File: src/hw/mic_consts.vh
// constants of the interrupt controller: register indexes, reset values, vectors
// assumes byte address = 4 * index on the register bus
`ifndef MIC_CONSTS_VH
`define MIC_CONSTS_VH

`define MIC_IDX_EDGE_SEL 16'hFFF2
`define MIC_IDX_EN_A 16'hFFF3
`define MIC_IDX_EN_B 16'hFFF4
`define MIC_IDX_FLAGS_A 16'hFFF6
`define MIC_IDX_FLAGS_B 16'hFFF7
`define MIC_IDX_WAKE_FLAGS 16'hFFF9
`define MIC_IDX_GLOBAL_MASK 16'hFFF0
`define MIC_IDX_VECTOR 16'hFFF1

`define MIC_RST_EDGE_SEL 8'hE0
`define MIC_RST_EN 8'h00
`define MIC_RST_FLAGS_A 8'h20
`define MIC_RST_FLAGS_B 8'h00
`define MIC_RST_WAKE 8'h00
`define MIC_RST_MASK 1'h1

`define MIC_EDGE_SEL_FIXED 8'hE0
`define MIC_FA_OVF 7
`define MIC_FA_SER1 6
`define MIC_FA_WAKE 5
`define MIC_FB_DIRECT 7
`define MIC_FB_CONV 6
`define MIC_FB_CAPT 4
`define MIC_FB_HIGH 3
`define MIC_FB_LOW 2
`define MIC_FB_USED 8'hDC

`define MIC_VEC_EDGE0 5'h04
`define MIC_VEC_WAKE 5'h09
`define MIC_VEC_SER1 5'h0A
`define MIC_VEC_OVF 5'h0B
`define MIC_VEC_LOW 5'h0E
`define MIC_VEC_HIGH 5'h0F
`define MIC_VEC_CAPT 5'h10
`define MIC_VEC_SER3 5'h12
`define MIC_VEC_CONV 5'h13
`define MIC_VEC_DIRECT 5'h14

`define MIC_RESP_OKAY 2'h0
`define MIC_RESP_SLVERR 2'h2

`endif

File: src/hw/mic_interrupt_ctrl.v
// interrupt controller: pin edge/wake detection, request flags, enables, fixed-priority vector
// assumes pins are asynchronous, peripheral requests other than the serial-three level are core_clk pulses, AXI4-Lite master on core_clk
`timescale 1ns/1ps
`default_nettype none
`include "mic_consts.vh"

////////////////////////////////////////////////////////////////////////////////
module mic_interrupt_ctrl #(
  parameter ADDR_W = 18
) (
  // clock and reset
  input wire core_clk,
  input wire rst,
  // pins
  input wire [4:0] edgeInPin,
  input wire [7:0] wakeInPinN,
  input wire [4:0] edgePinIntMode,
  // peripheral requests, one-cycle pulses except the serial-three level
  input wire ovfTimerReq,
  input wire serialOneReq,
  input wire [1:0] lowTimerReq,
  input wire [1:0] highTimerReq,
  input wire [1:0] captureReq,
  input wire [5:0] serialThreeReq,
  input wire convEndReq,
  input wire directXferReq,
  // cpu side
  output reg intReq_r,
  output reg [4:0] vecNum_r,
  output reg [15:0] vecAddr_r,
  output reg [4:0] edgeSel_r,
  // axi4-lite write
  input wire [ADDR_W-1:0] s_axi_awaddr,
  input wire s_axi_awvalid,
  output reg s_axi_awready,
  input wire [31:0] s_axi_wdata,
  input wire [3:0] s_axi_wstrb,
  input wire s_axi_wvalid,
  output reg s_axi_wready,
  output reg [1:0] s_axi_bresp,
  output reg s_axi_bvalid,
  input wire s_axi_bready,
  // axi4-lite read
  input wire [ADDR_W-1:0] s_axi_araddr,
  input wire s_axi_arvalid,
  output reg s_axi_arready,
  output reg [31:0] s_axi_rdata,
  output reg [1:0] s_axi_rresp,
  output reg s_axi_rvalid,
  input wire s_axi_rready
);

  ////////////////////////////////////////////////////////////////////////////////
  // pin synchronisers and edge detection
  reg [12:0] pinMeta_r;
  reg [12:0] pinSync_r;
  reg [12:0] pinPrev_r;
  wire [4:0] edgeHit;
  wire [7:0] wakeHit;

  always @(posedge core_clk or posedge rst) begin
    if (rst) begin
      // idle high, so a released reset does not fake a falling edge
      pinMeta_r <= 13'h1FFF;
      pinSync_r <= 13'h1FFF;
      pinPrev_r <= 13'h1FFF;
    end else begin
      pinMeta_r <= {wakeInPinN, edgeInPin};
      pinSync_r <= pinMeta_r;
      pinPrev_r <= pinSync_r;
    end
  end

  genvar g;
  generate
    for (g = 0; g < 5; g = g + 1) begin : gEdge
      wire rise = pinSync_r[g] & ~pinPrev_r[g];
      wire fall = ~pinSync_r[g] & pinPrev_r[g];
      // edgeSel_r also drives the shared converter-trigger and timer-event pins
      // a pin left in port mode never sets its flag, whatever edge it sees
      assign edgeHit[g] = edgePinIntMode[g] & (edgeSel_r[g] ? rise : fall);
    end
    for (g = 0; g < 8; g = g + 1) begin : gWake
      // wake pins are active low, so a falling edge requests
      assign wakeHit[g] = ~pinSync_r[5+g] & pinPrev_r[5+g];
    end
  endgenerate

  ////////////////////////////////////////////////////////////////////////////////
  // registers
  reg [7:0] enA_r;
  reg [7:0] enB_r;
  reg [7:0] flagsA_r;
  reg [7:0] flagsB_r;
  reg [7:0] wakeFlags_r;
  reg globalMask_r;
  localparam [7:0] EDGE_SEL_RST = `MIC_RST_EDGE_SEL;
  reg [7:0] flagsA_nxt;
  reg [7:0] flagsB_nxt;
  reg [7:0] wakeFlags_nxt;
  reg [7:0] setA;
  reg [7:0] setB;

  // axi write channel holding
  reg awHeld_r;
  reg wHeld_r;
  reg [15:0] wIdx_r;
  reg [7:0] wByte_r;
  reg wLane_r;
  wire doWrite = awHeld_r & wHeld_r & ~s_axi_bvalid;
  // byte lane 0 carries the register; a write without it answers but changes nothing
  wire wStrobe = doWrite & wLane_r;
  // one select per register, shared by the strobes and the error response
  wire selEdge = wIdx_r == `MIC_IDX_EDGE_SEL;
  wire selEnA = wIdx_r == `MIC_IDX_EN_A;
  wire selEnB = wIdx_r == `MIC_IDX_EN_B;
  wire selFlagsA = wIdx_r == `MIC_IDX_FLAGS_A;
  wire selFlagsB = wIdx_r == `MIC_IDX_FLAGS_B;
  wire selWake = wIdx_r == `MIC_IDX_WAKE_FLAGS;
  wire selMask = wIdx_r == `MIC_IDX_GLOBAL_MASK;
  wire selVec = wIdx_r == `MIC_IDX_VECTOR;
  wire [7:0] clrA = (wStrobe && selFlagsA) ? ~wByte_r : 8'h00;
  wire [7:0] clrB = (wStrobe && selFlagsB) ? ~wByte_r : 8'h00;
  wire [7:0] clrW = (wStrobe && selWake) ? ~wByte_r : 8'h00;

  always @* begin
    setA = 8'h00;
    setA[`MIC_FA_OVF] = ovfTimerReq;
    setA[`MIC_FA_SER1] = serialOneReq;
    setA[4:0] = edgeHit;
    setB = 8'h00;
    setB[`MIC_FB_DIRECT] = directXferReq;
    setB[`MIC_FB_CONV] = convEndReq;
    setB[`MIC_FB_CAPT] = |captureReq;
    setB[`MIC_FB_HIGH] = |highTimerReq;
    setB[`MIC_FB_LOW] = |lowTimerReq;
    // set wins over a clear in the same cycle; flags set even while masked
    flagsA_nxt = (flagsA_r & ~clrA) | setA;
    // bit 5 of flags a has no source of its own and always reads one
    flagsA_nxt[`MIC_FA_WAKE] = 1'b1;
    flagsB_nxt = ((flagsB_r & ~clrB) | setB) & `MIC_FB_USED;
    wakeFlags_nxt = (wakeFlags_r & ~clrW) | wakeHit;
  end

  always @(posedge core_clk or posedge rst) begin
    if (rst) begin
      edgeSel_r <= EDGE_SEL_RST[4:0];
      enA_r <= `MIC_RST_EN;
      enB_r <= `MIC_RST_EN;
      globalMask_r <= `MIC_RST_MASK;
      flagsA_r <= `MIC_RST_FLAGS_A;
      flagsB_r <= `MIC_RST_FLAGS_B;
      wakeFlags_r <= `MIC_RST_WAKE;
    end else begin
      // acceptance never touches the flags, only software clears
      flagsA_r <= flagsA_nxt;
      flagsB_r <= flagsB_nxt;
      wakeFlags_r <= wakeFlags_nxt;
      if (wStrobe) begin
        if (selEdge)
          edgeSel_r <= wByte_r[4:0];
        if (selEnA)
          enA_r <= wByte_r;
        if (selEnB)
          enB_r <= wByte_r;
        if (selMask)
          globalMask_r <= wByte_r[0];
      end
    end
  end

  ////////////////////////////////////////////////////////////////////////////////
  // arbitration, highest fixed priority first
  reg [4:0] winVec;
  reg winAny;
  wire wakeAny = |wakeFlags_r;
  wire [4:0] edgeElig = flagsA_r[4:0] & enA_r[4:0];
  // per-source eligibility: flag and enable both set
  wire eligWake = wakeAny & enA_r[`MIC_FA_WAKE];
  wire eligSer1 = flagsA_r[`MIC_FA_SER1] & enA_r[`MIC_FA_SER1];
  wire eligOvf = flagsA_r[`MIC_FA_OVF] & enA_r[`MIC_FA_OVF];
  wire eligLow = flagsB_r[`MIC_FB_LOW] & enB_r[`MIC_FB_LOW];
  wire eligHigh = flagsB_r[`MIC_FB_HIGH] & enB_r[`MIC_FB_HIGH];
  wire eligCapt = flagsB_r[`MIC_FB_CAPT] & enB_r[`MIC_FB_CAPT];
  wire eligConv = flagsB_r[`MIC_FB_CONV] & enB_r[`MIC_FB_CONV];
  wire eligDirect = flagsB_r[`MIC_FB_DIRECT] & enB_r[`MIC_FB_DIRECT];
  // serial-three flags and enables live in that unit, so its request level stands for both
  wire eligSer3 = |serialThreeReq;
  integer i;

  always @* begin
    winAny = 1'b0;
    winVec = 5'h00;
    if (!globalMask_r) begin
      winAny = 1'b1;
      if (|edgeElig) begin
        winVec = `MIC_VEC_EDGE0;
        for (i = 4; i >= 0; i = i - 1)
          if (edgeElig[i])
            winVec = `MIC_VEC_EDGE0 + i[4:0];
      end else if (eligWake)
        winVec = `MIC_VEC_WAKE;
      else if (eligSer1)
        winVec = `MIC_VEC_SER1;
      else if (eligOvf)
        winVec = `MIC_VEC_OVF;
      else if (eligLow)
        winVec = `MIC_VEC_LOW;
      else if (eligHigh)
        winVec = `MIC_VEC_HIGH;
      else if (eligCapt)
        winVec = `MIC_VEC_CAPT;
      else if (eligSer3)
        winVec = `MIC_VEC_SER3;
      else if (eligConv)
        winVec = `MIC_VEC_CONV;
      else if (eligDirect)
        winVec = `MIC_VEC_DIRECT;
      else
        winAny = 1'b0;
    end
  end

  // registered so the core sees one stable vector; costs one cycle of latency
  always @(posedge core_clk or posedge rst) begin
    if (rst) begin
      intReq_r <= 1'b0;
      vecNum_r <= 5'h00;
      vecAddr_r <= 16'h0000;
    end else begin
      intReq_r <= winAny;
      // winVec only ever holds table values, so vectors 1 to 3 cannot come out
      vecNum_r <= winAny ? winVec : 5'h00;
      vecAddr_r <= winAny ? {10'h000, winVec, 1'b0} : 16'h0000;
    end
  end

  ////////////////////////////////////////////////////////////////////////////////
  // axi4-lite write path
  wire wIdxMapped = selEdge | selEnA | selEnB | selFlagsA | selFlagsB | selWake | selMask | selVec;

  always @(posedge core_clk or posedge rst) begin
    if (rst) begin
      awHeld_r <= 1'b0;
      wHeld_r <= 1'b0;
      wIdx_r <= 16'h0000;
      wByte_r <= 8'h00;
      wLane_r <= 1'b0;
      s_axi_awready <= 1'b0;
      s_axi_wready <= 1'b0;
      s_axi_bvalid <= 1'b0;
      s_axi_bresp <= `MIC_RESP_OKAY;
    end else begin
      // ready pulses one cycle, so a valid still held is never taken twice
      s_axi_awready <= ~awHeld_r & ~s_axi_awready & s_axi_awvalid;
      s_axi_wready <= ~wHeld_r & ~s_axi_wready & s_axi_wvalid;
      if (s_axi_awvalid && s_axi_awready) begin
        awHeld_r <= 1'b1;
        wIdx_r <= s_axi_awaddr[17:2];
      end
      if (s_axi_wvalid && s_axi_wready) begin
        wHeld_r <= 1'b1;
        wByte_r <= s_axi_wdata[7:0];
        wLane_r <= s_axi_wstrb[0];
      end
      if (doWrite) begin
        awHeld_r <= 1'b0;
        wHeld_r <= 1'b0;
        s_axi_bvalid <= 1'b1;
        s_axi_bresp <= wIdxMapped ? `MIC_RESP_OKAY : `MIC_RESP_SLVERR;
      end else if (s_axi_bvalid && s_axi_bready)
        s_axi_bvalid <= 1'b0;
    end
  end

  ////////////////////////////////////////////////////////////////////////////////
  // axi4-lite read path
  wire [15:0] rIdx = s_axi_araddr[17:2];
  reg [7:0] rByte;
  reg rHit;

  always @* begin
    rHit = 1'b1;
    case (rIdx)
      `MIC_IDX_EDGE_SEL: rByte = `MIC_EDGE_SEL_FIXED | {3'h0, edgeSel_r};
      `MIC_IDX_EN_A: rByte = enA_r;
      `MIC_IDX_EN_B: rByte = enB_r;
      `MIC_IDX_FLAGS_A: rByte = flagsA_r;
      `MIC_IDX_FLAGS_B: rByte = flagsB_r;
      `MIC_IDX_WAKE_FLAGS: rByte = wakeFlags_r;
      `MIC_IDX_GLOBAL_MASK: rByte = {7'h00, globalMask_r};
      `MIC_IDX_VECTOR: rByte = {intReq_r, 2'h0, vecNum_r};
      default: begin
        rByte = 8'h00;
        rHit = 1'b0;
      end
    endcase
  end

  always @(posedge core_clk or posedge rst) begin
    if (rst) begin
      s_axi_arready <= 1'b0;
      s_axi_rvalid <= 1'b0;
      s_axi_rdata <= 32'h00000000;
      s_axi_rresp <= `MIC_RESP_OKAY;
    end else begin
      // arready waits for rvalid to drop: one read in flight at a time
      s_axi_arready <= ~s_axi_rvalid & ~s_axi_arready & s_axi_arvalid;
      if (s_axi_arvalid && s_axi_arready) begin
        s_axi_rvalid <= 1'b1;
        s_axi_rdata <= {24'h000000, rByte};
        s_axi_rresp <= rHit ? `MIC_RESP_OKAY : `MIC_RESP_SLVERR;
      end else if (s_axi_rvalid && s_axi_rready)
        s_axi_rvalid <= 1'b0;
    end
  end

endmodule
`default_nettype wire

File: config.mk
export PLATFORM = sky130hd
export DESIGN_NAME = mic_interrupt_ctrl
export DESIGN_NICKNAME = d
export VERILOG_FILES = /design/src/hw/mic_interrupt_ctrl.v
export VERILOG_INCLUDE_DIRS = /design/src /design/src/hw
export SDC_FILE = /design/constraint.sdc
export NUM_CORES = 1
export LEC_CHECK = 0
export ABC_AREA = 1
export BUFFER_PORTS_ARGS = -buffer_cell sky130_fd_sc_hd__clkbuf_2
export CORE_ASPECT_RATIO = 1.1
export CORE_MARGIN = 1
export CORE_UTILIZATION = 47
export DETAILED_ROUTE_END_ITERATION = 7
export GPL_TIMING_DRIVEN = 0
export PLACE_DENSITY = 0.77
export SYNTH_ARGS = -nofsm -noshare
export SYNTH_HDL_FRONTEND = slang
export SYNTH_SLANG_ARGS = --single-unit
File: constraint.sdc
create_clock -name core_clk -period 4.55 [get_ports core_clk]
set_clock_uncertainty 0.1 [all_clocks]
set_input_delay 0.91 -clock core_clk [delete_from_list [all_inputs] [get_ports core_clk]]
set_output_delay 0.91 -clock core_clk [all_outputs]
set_load 0.02 [all_outputs]
; Word-level counts from Yosys, hierarchy flattened
; Cells that the tools add are included.
[op_classes]
n_eq_ne = 16
n_mux = 49
bitwise_logic = 83
reduce_logical = 23
[ops]
columns = operator, n
row1 = 16-bit equality test (second input constant), 16
row2 = 5-bit 2-to-1 mux, 16
row3 = 8-bit case mux with 8 select lines, 1
row4 = 1-bit bitwise AND, 40
row5 = 8-bit inverter, 4
row6 = 1-bit 2-to-1 mux, 25
row7 = 1-bit inverter, 25
row8 = 8-bit bitwise AND, 3
row9 = 8-bit 2-to-1 mux, 3
row10 = 8-bit OR, 3
row11 = 8-bit OR reduction, 2
row12 = 1-bit logical AND, 8
row13 = 2-bit AND reduction, 4
row14 = 2-bit nonzero test, 4
row15 = 1-bit OR, 7
row16 = 6-bit 2-to-1 mux, 1
row17 = 2-bit OR reduction, 3
row18 = 6-bit OR reduction, 1
row19 = 5-bit bitwise AND, 1
row20 = 5-bit OR reduction, 1
row21 = 2-bit 2-to-1 mux, 2
row22 = 4-bit 2-to-1 mux, 1
[word_totals]
regBits = 137
elab_cells = 197

; Depth between registers and ports, before layout
; Gate-level depths: netlist (run 1).
[logic_depth]
depth_word = 13
ltp_mapped = 11
depth_no_buf = 11

; Least setup slack after synthesis (run 1)
; Ideal clock, no wire load.
[synth_timing]
path_type = input to register
startpoint = input port s_axi_araddr[9]
endpoint = register s_axi_rdata[6]
t_arrival_ns = 1.695
t_required_ns = 4.332
slack_ns = 2.637
stages = 9
path_buffers = 0
path_cell_list = nand2_1 inv_2 nand2_2 nor2_2 nand2_1 a21boi_0 nand2_1 nand2_1 nand2_1
[synth_between]
elab_chain_len = 2
elab_cells_between_ends = 9
classes_between = eq/ne: 8 / mux: 1
[synth_lines]
columns = element, line
row1 = "start, declared", mic_interrupt_ctrl.v:44  ; input wire [ADDR_W-1:0] s_axi_araddr,
row2 = 16-bit equality test, mic_interrupt_ctrl.v:284  ; case (rIdx)
row3 = 8-bit case mux with 8 select lines (*), mic_interrupt_ctrl.v:284
row4 = "end signal, assigned", mic_interrupt_ctrl.v:311  ; s_axi_rdata <= {24'h000000, rByte};
row5 = "end, declared", mic_interrupt_ctrl.v:47  ; output reg [31:0] s_axi_rdata,
; Mark *: on every way between the ends. The rest lies on a longest branch, timed or not.
; A chain may end at the register's enable or synchronous reset.

==> results.py, run 1 <==
metrics = {
    "global_routing": {
        "grt_pass1_wl_mm": 22.2,
        "met1_usage_pct": 28.8,
        "grt.busiest_layer": "met2",
        "use_met2_pct": 36.4,
        "grt_max_degree": 106,
        "use_met3_pct": 4.64,
        "first_global_vias": 4632,
        "grt_usage_pct": 22.3,
        "antenna_found_initial": 0,
        "overflow": 0,
    },
    "yosys": {
        "synth_top_area_cell": "dfrtp_1",
        "synth_edf_count": 0,
        "netlist_area_um2": 5980,
        "synth_most_common_cell": "nand2_1",
        "synth_area_leaders": "dfrtp_1, dfstp_2, nand2_1, buf_4, o21ai_0",
        "ys_ff_latch": 129,
        "ys_warn_count": 0,
        "async_reset_ff_share_pct": 100,
        "seq_area_frac_synth_pct": 54.8,
        "synth_cells": 699,
        "synth_flop_cell": "dfrtp_1",
        "synth_cell_types": 37,
        "yosysTopAreaCellShare_pct": 37.2,
        "synth_common_cells": "nand2_1, dfrtp_1, nor2_1",
        "syn-mean-instance-area_um2": 8.55,
    },
    "floorplanning": {
        "fp.dieH_um": 120,
        "dieArea_um2": 13200,
        "initial_utilization_pct": 49.0,
        "io_pins": 181,
        "die_x_um": 110,
        "core_area_um2": 12200,
        "rows": 42,
    },
    "sta": {
        "setup_viol": 0,
        "rsz0062_at_grt": "false",
        "fin_crit_sh_pct": 46.6,
        "fin_ws_ns": 2.43,
        "finalHoldViolations": 0,
        "max_slew.worst_pin.slew_ns": 0.544,
        "slew_viol_final": 0,
        "hold_slack_ns": 0.254,
        "min_period_ns": 2.12,
        "slew-limit-headroom_pct": 63.3,
        "fmax_mhz": 471,
    },
    "placed_design": {
        "dp_hpwl_mm": 9.82,
        "place_inst": 1002,
        "place_congestion": 0.930,
        "post-place-ws_ns": 2.25,
        "io_buffers": 112,
    },
    "critical_path": {
        "critical_path_required_ns": 3.54,
        "ff2ff_path_depth": 8,
        "cp-start-kind": "register",
        "rrSetupSlack_ns": 2.75,
        "reg2reg_from": "wakeFlags_r[7]",
        "worstSetupStartpoint": "vecAddr_r[2]",
        "setup.worst_path.end": "vecNum_r[1]",
        "r2r-end": "vecAddr_r[1]",
        "arrival_ns": 1.11,
        "path_class": "reg -> out",
        "end_kind": "output port",
        "crit_fanout": 3,
    },
    "clock_network": {
        "clk_pin_slew_ns": 0.06,
        "clk_latency_ns": 0.42,
        "htree_num_levels": 4,
        "hold_buffers": 0,
        "post_cts_resized": 0,
        "clock_path_buffers": 2,
        "cts_root_buf": "clkbuf_16",
        "numCtsBuffers": 17,
        "cts_tree": "yes",
        "cts_setup_buffers": 0,
        "clock_sinks": 129,
    },
    "power": {
        "seqPwrFrac_pct": 42.1,
        "power.internal_mw": 2.46,
        "pwr_density_cell_nw_per_um2": 450,
        "p_sw_mw": 0.936,
        "peakVddDrop_mv": 0.377,
        "clockPowerShare_pct": 44.1,
        "p_leak_nw": 3.98,
        "power.share.switching_pct": 27.5,
        "power.total_mw": 3.40,
        "combPwrFrac_pct": 13.9,
    },
    "finish": {
        "drive_gt1_share_pct": 30.7,
        "fin_util_pct": 62.0,
        "areaGrowthSynthToFinish_pct": 26.5,
        "final_cells": 1034,
        "num_antenna_cells": 0,
        "nets": 980,
    },
    "route": {
        "drtPass1Iterations": 5,
        "routed-via-count": 4941,
        "routed_wl_mm": 13.5,
        "ant_nets": 0,
        "drcViolationCount": 0,
        "via_per_inst": 4.78,
        "drt_iter0_drc": 282,
        "wl_per_cell_um": 13.0,
    },
    "flow_run": {
        "cap_violations": 0,
    },
    "min_path": {
        "hp-start": "pinMeta_r[9]",
        "hold_class": "reg -> reg",
    },
    "outcome": {
        "status": "finished, final reports clean",
    },
}
layout make-up:
cell class | instances | area, µm²
Inverter | 59 | 231
Sequential cell | 129 | 3280
Timing Repair Buffer | 113 | 588
Buffer | 53 | 377
Clock inverter | 13 | 209
Tap cell | 154 | 193
Multi-Input combinational cell | 494 | 2230
Clock buffer | 19 | 453
Fill cell | 1052 | 4630
state kept, by name (all words and copies together), names as in the netlist, 13 cells and up:
name / cells
pinSync_r: 13
pinMeta_r: 13
pinPrev_r: 13
wIdx_r: 16
logic make-up after synthesis:
family	Yosys count	share of synthesized area, %
and+or+nand+nor	384	28.2
DFF	129	54.8
buffers and inverters	112	10.1
other	1	0.0627
AOI/OAI and AO/OA	73	6.86
placed cells by master (no fill, tap or decap), types with 2 or more instances in the layout:
master      instances
nand2_1           242
clkbuf_2          112
dfrtp_1            89
nor2_1             62
inv_1              52
o21ai_0            48
nand3_1            44
buf_4              42
dfstp_2            40
conb_1             37
clkbuf_16          17
o21ai_2             8
o21ai_1             6
nand2_2             5
nor2_4              5
clkbuf_1            5
a21oi_1             5
nor3_1              5
bufinv_16           5
buf_2               4
nor2_2              4
nand4_2             3
nand4_1             3
clkinv_4            3
clkinvlp_4          3
inv_2               2
clkinv_1            2
nand3_2             2
nand2_4             2
a21o_1              2
inv_4               2
nor3b_1             2
buf_6               2
clkbuf_8            2
clkinv_2            2
how the worst min path moves through the flow:
stage / endpoint / slack (ns) / cells past startpoint
2_1_floorplan: pinSync_r[0] / 0.25 / 0
3_3_place_gp: pinSync_r[4] / 0.25 / 0
3_5_place_dp: pinSync_r[0] / 0.25 / 0
4_1_cts: pinSync_r[9] / 0.26 / 0
5_1_grt: pinSync_r[0] / 0.26 / 0
6_report: pinSync_r[9] / 0.25 / 0
power groups by stage:
stage | Sequential (mW) | Clock (mW) | Combinational [mW]
after floorplan | 1.44 | 0 | 0.301
final | 1.43 | 1.50 | 0.471
after global placement | 1.44 | 0 | 0.456
after CTS | 1.43 | 1.52 | 0.476
after detailed placement | 1.45 | 0 | 0.470
after global routing | 1.45 | 1.57 | 0.532
through the flow:
step	TNS [ns]	instance area (µm²)
global route	0	7560
floorplan	0	6110
CTS	0	7560
finish	0	7560
detailed placement	0	6900
global placement	-104.53	6870
per-layer routing:
metal  part of all wire, %  vias to the layer above  wire (µm)
li1                      -                     2458          -
met1                    43                     2267       5740
met2                    48                      187       6530
met3                   6.7                       29        897
met4                   2.3                        0        316
met5                     0                        -          0
critical path, cell delays in order, from the launching register on:
cell	delay, ns
dfrtp_1	0.41
buf_4	0.14
clkbuf_2	0.14
No activity file was read; power rests on OpenSTA's default activity.
==> run 2: changes to the inputs <==
==> constraint.sdc (replaced) <==
create_clock -name core_clk -period 1.9 [get_ports core_clk]
set_clock_uncertainty 0.1 [all_clocks]
set_input_delay 0.38 -clock core_clk [delete_from_list [all_inputs] [get_ports core_clk]]
set_output_delay 0.38 -clock core_clk [all_outputs]
set_load 0.02 [all_outputs]
==> run 2 against run 1 <==
Net effect: cell area up 1.8%; core utilization grew 1.1 points; via count grew 0.16%; global-route usage grew 0.97 points; count of clock-buffer cells in the layout up 3; clock power increased by 120%; sequential power grew 140%; sequential share of layout area shrank 0.78 points; final cell count is 1.6% higher; hold slack worse by 0.22 ns; wire length up 2.2%; highest routed layer unchanged.
==> results.py, run 2 (synthesis results as in run 1) <==
metrics = {
    "finish": {
        "regMostFlops": "wIdx_r",
        "drive_gt1_share_pct": 30.4,
        "num_antenna_cells": 0,
        "largest_reg_flops": 16,
        "mostFrequentLayoutCells": "nand2_1, clkbuf_2, dfrtp_1",
        "final_cells": 1051,
        "final_common_cell": "nand2_1",
        "nets": 997,
        "areaGrowthSynthToFinish_pct": 28.8,
    },
    "route": {
        "drtPass1Iterations": 4,
        "via_per_inst": 4.71,
        "wl_per_cell_um": 13.1,
        "ant_nets": 0,
        "drcViolationCount": 0,
        "drt_iter0_drc": 223,
        "routed-via-count": 4949,
        "routed_wl_mm": 13.8,
    },
    "clock_network": {
        "cts_tree": "yes",
        "clock_path_buffers": 2,
        "clock_sinks": 129,
        "cts_setup_buffers": 0,
        "numCtsBuffers": 17,
        "clk_latency_ns": 0.41,
        "htree_num_levels": 4,
        "clk_pin_slew_ns": 0.05,
        "cts_root_buf": "clkbuf_16",
    },
    "min_path": {
        "hold_depth": 2,
        "hp-start": "s_axi_bready",
        "hold_class": "in -> reg",
        "hold_path_end": "s_axi_bvalid",
    },
    "placed_design": {
        "dp_hpwl_mm": 10.1,
        "io_buffers": 112,
        "place_congestion": 0.901,
        "place_inst": 1004,
    },
    "floorplanning": {
        "fp.dieH_um": 120,
        "initial_utilization_pct": 49.0,
        "io_pins": 181,
        "dieArea_um2": 13200,
        "core_area_um2": 12200,
        "die_x_um": 110,
        "rows": 42,
    },
    "critical_path": {
        "crit_fanout": 10,
        "rrSetupSlack_ns": 0.24,
        "r2r-end": "edgeSel_r[4]",
        "end_kind": "register",
        "ff2ff_path_depth": 4,
        "reg2reg_from": "wIdx_r[1]",
        "cp-start-kind": "register",
        "path_class": "reg -> reg",
        "arrival_ns": 1.87,
        "critical_path_required_ns": 2.11,
    },
    "global_routing": {
        "antenna_found_initial": 0,
        "grt_max_degree": 43,
        "grt_usage_pct": 23.3,
        "first_global_vias": 4905,
        "overflow": 0,
        "grt_pass1_wl_mm": 23.1,
    },
    "power": {
        "p_leak_nw": 4.05,
        "pwr_density_cell_nw_per_um2": 1020,
        "combPwrFrac_pct": 14.7,
        "clockPowerShare_pct": 41.6,
        "power.internal_mw": 5.60,
        "power.total_mw": 7.83,
        "p_sw_mw": 2.23,
        "peakVddDrop_mv": 0.807,
        "seqPwrFrac_pct": 43.7,
        "power.share.switching_pct": 28.5,
    },
    "flow_run": {
        "cap_violations": 0,
    },
    "sta": {
        "fmax_mhz": 603,
        "finalHoldViolations": 0,
        "slew_viol_final": 0,
        "min_period_ns": 1.66,
        "rsz0062_at_grt": "false",
        "fin_tns_setup_ns": 0,
        "hold_slack_ns": 0.0386,
        "setup_viol": 0,
        "fin_crit_sh_pct": 87.3,
    },
    "outcome": {
        "status": "finished, final reports clean",
    },
}
-- run 2: area by class of cell --
type	instances	area (µm²)
clock inverters	10	92.6
clock buffers	22	517
well taps	154	193
flip-flops and latches	129	3280
inverters	59	230
repair buffers	130	781
fillers	1092	4490
multi-input cells	494	2230
plain buffers	53	377
-- run 2: power by group through the flow --
stage	combinational, mW	clock [mW]	sequential [mW]
after floorplan	0.720	0	3.46
after global routing	1.31	3.45	3.46
after CTS	1.16	3.31	3.42
after detailed placement	1.13	0	3.45
after global placement	1.09	0	3.44
final	1.15	3.26	3.42
-- run 2: worst max-delay path by stage --
stage	from	endpoint	slack (ns)	cells past startpoint
after floorplan	rst	awHeld_r	-0.14	1
after global placement	rst	wakeFlags_r[1]	-0.94	2
after detailed placement	rst	pinMeta_r[5]	0.13	5
after CTS	wakeFlags_r[7]	vecAddr_r[2]	0.14	8
after global routing	wIdx_r[1]	edgeSel_r[3]	0.04	5
final	wIdx_r[1]	edgeSel_r[4]	0.24	4
-- run 2: what timing repair did --
| action | in CTS | in global routing |
|---|---|---|
| hold buffers | 15 | 0 |
| hold endpoints to repair | 41 | 0 |
| resized for setup | 0 | 1 |
| endpoints found under the setup margin | 0 | 2 |
-- run 2: per-stage QoR --
step / worst slack, ns / util [%] / area [µm²]
floorplan: -0.143 / - / 6120
global placement: -0.935 / 56.4 / 6870
detailed placement: 0.125 / 56.9 / 6930
CTS: 0.140 / 63.2 / 7700
global route: 0.0393 / 63.2 / 7700
finish: 0.241 / 63.2 / 7700
-- run 2: worst max-delay path: stages, from the launching register on --
cell     delay (ns)
dfrtp_1        0.41
inv_1          0.13
nor4_1         0.34
nand4_2        0.31
o21ai_0        0.28
-- run 2: layer usage --
metal / GRT usage, % / wire length, µm / share of wire [%] / vias up
li1: - / - / - / 2491
met1: 28.9 / 5950 / 43 / 2274
met2: 38.5 / 6700 / 49 / 152
met3: 4.96 / 756 / 5.5 / 32
met4: 10.8 / 375 / 2.7 / 0
met5: 0 / 0 / 0 / -
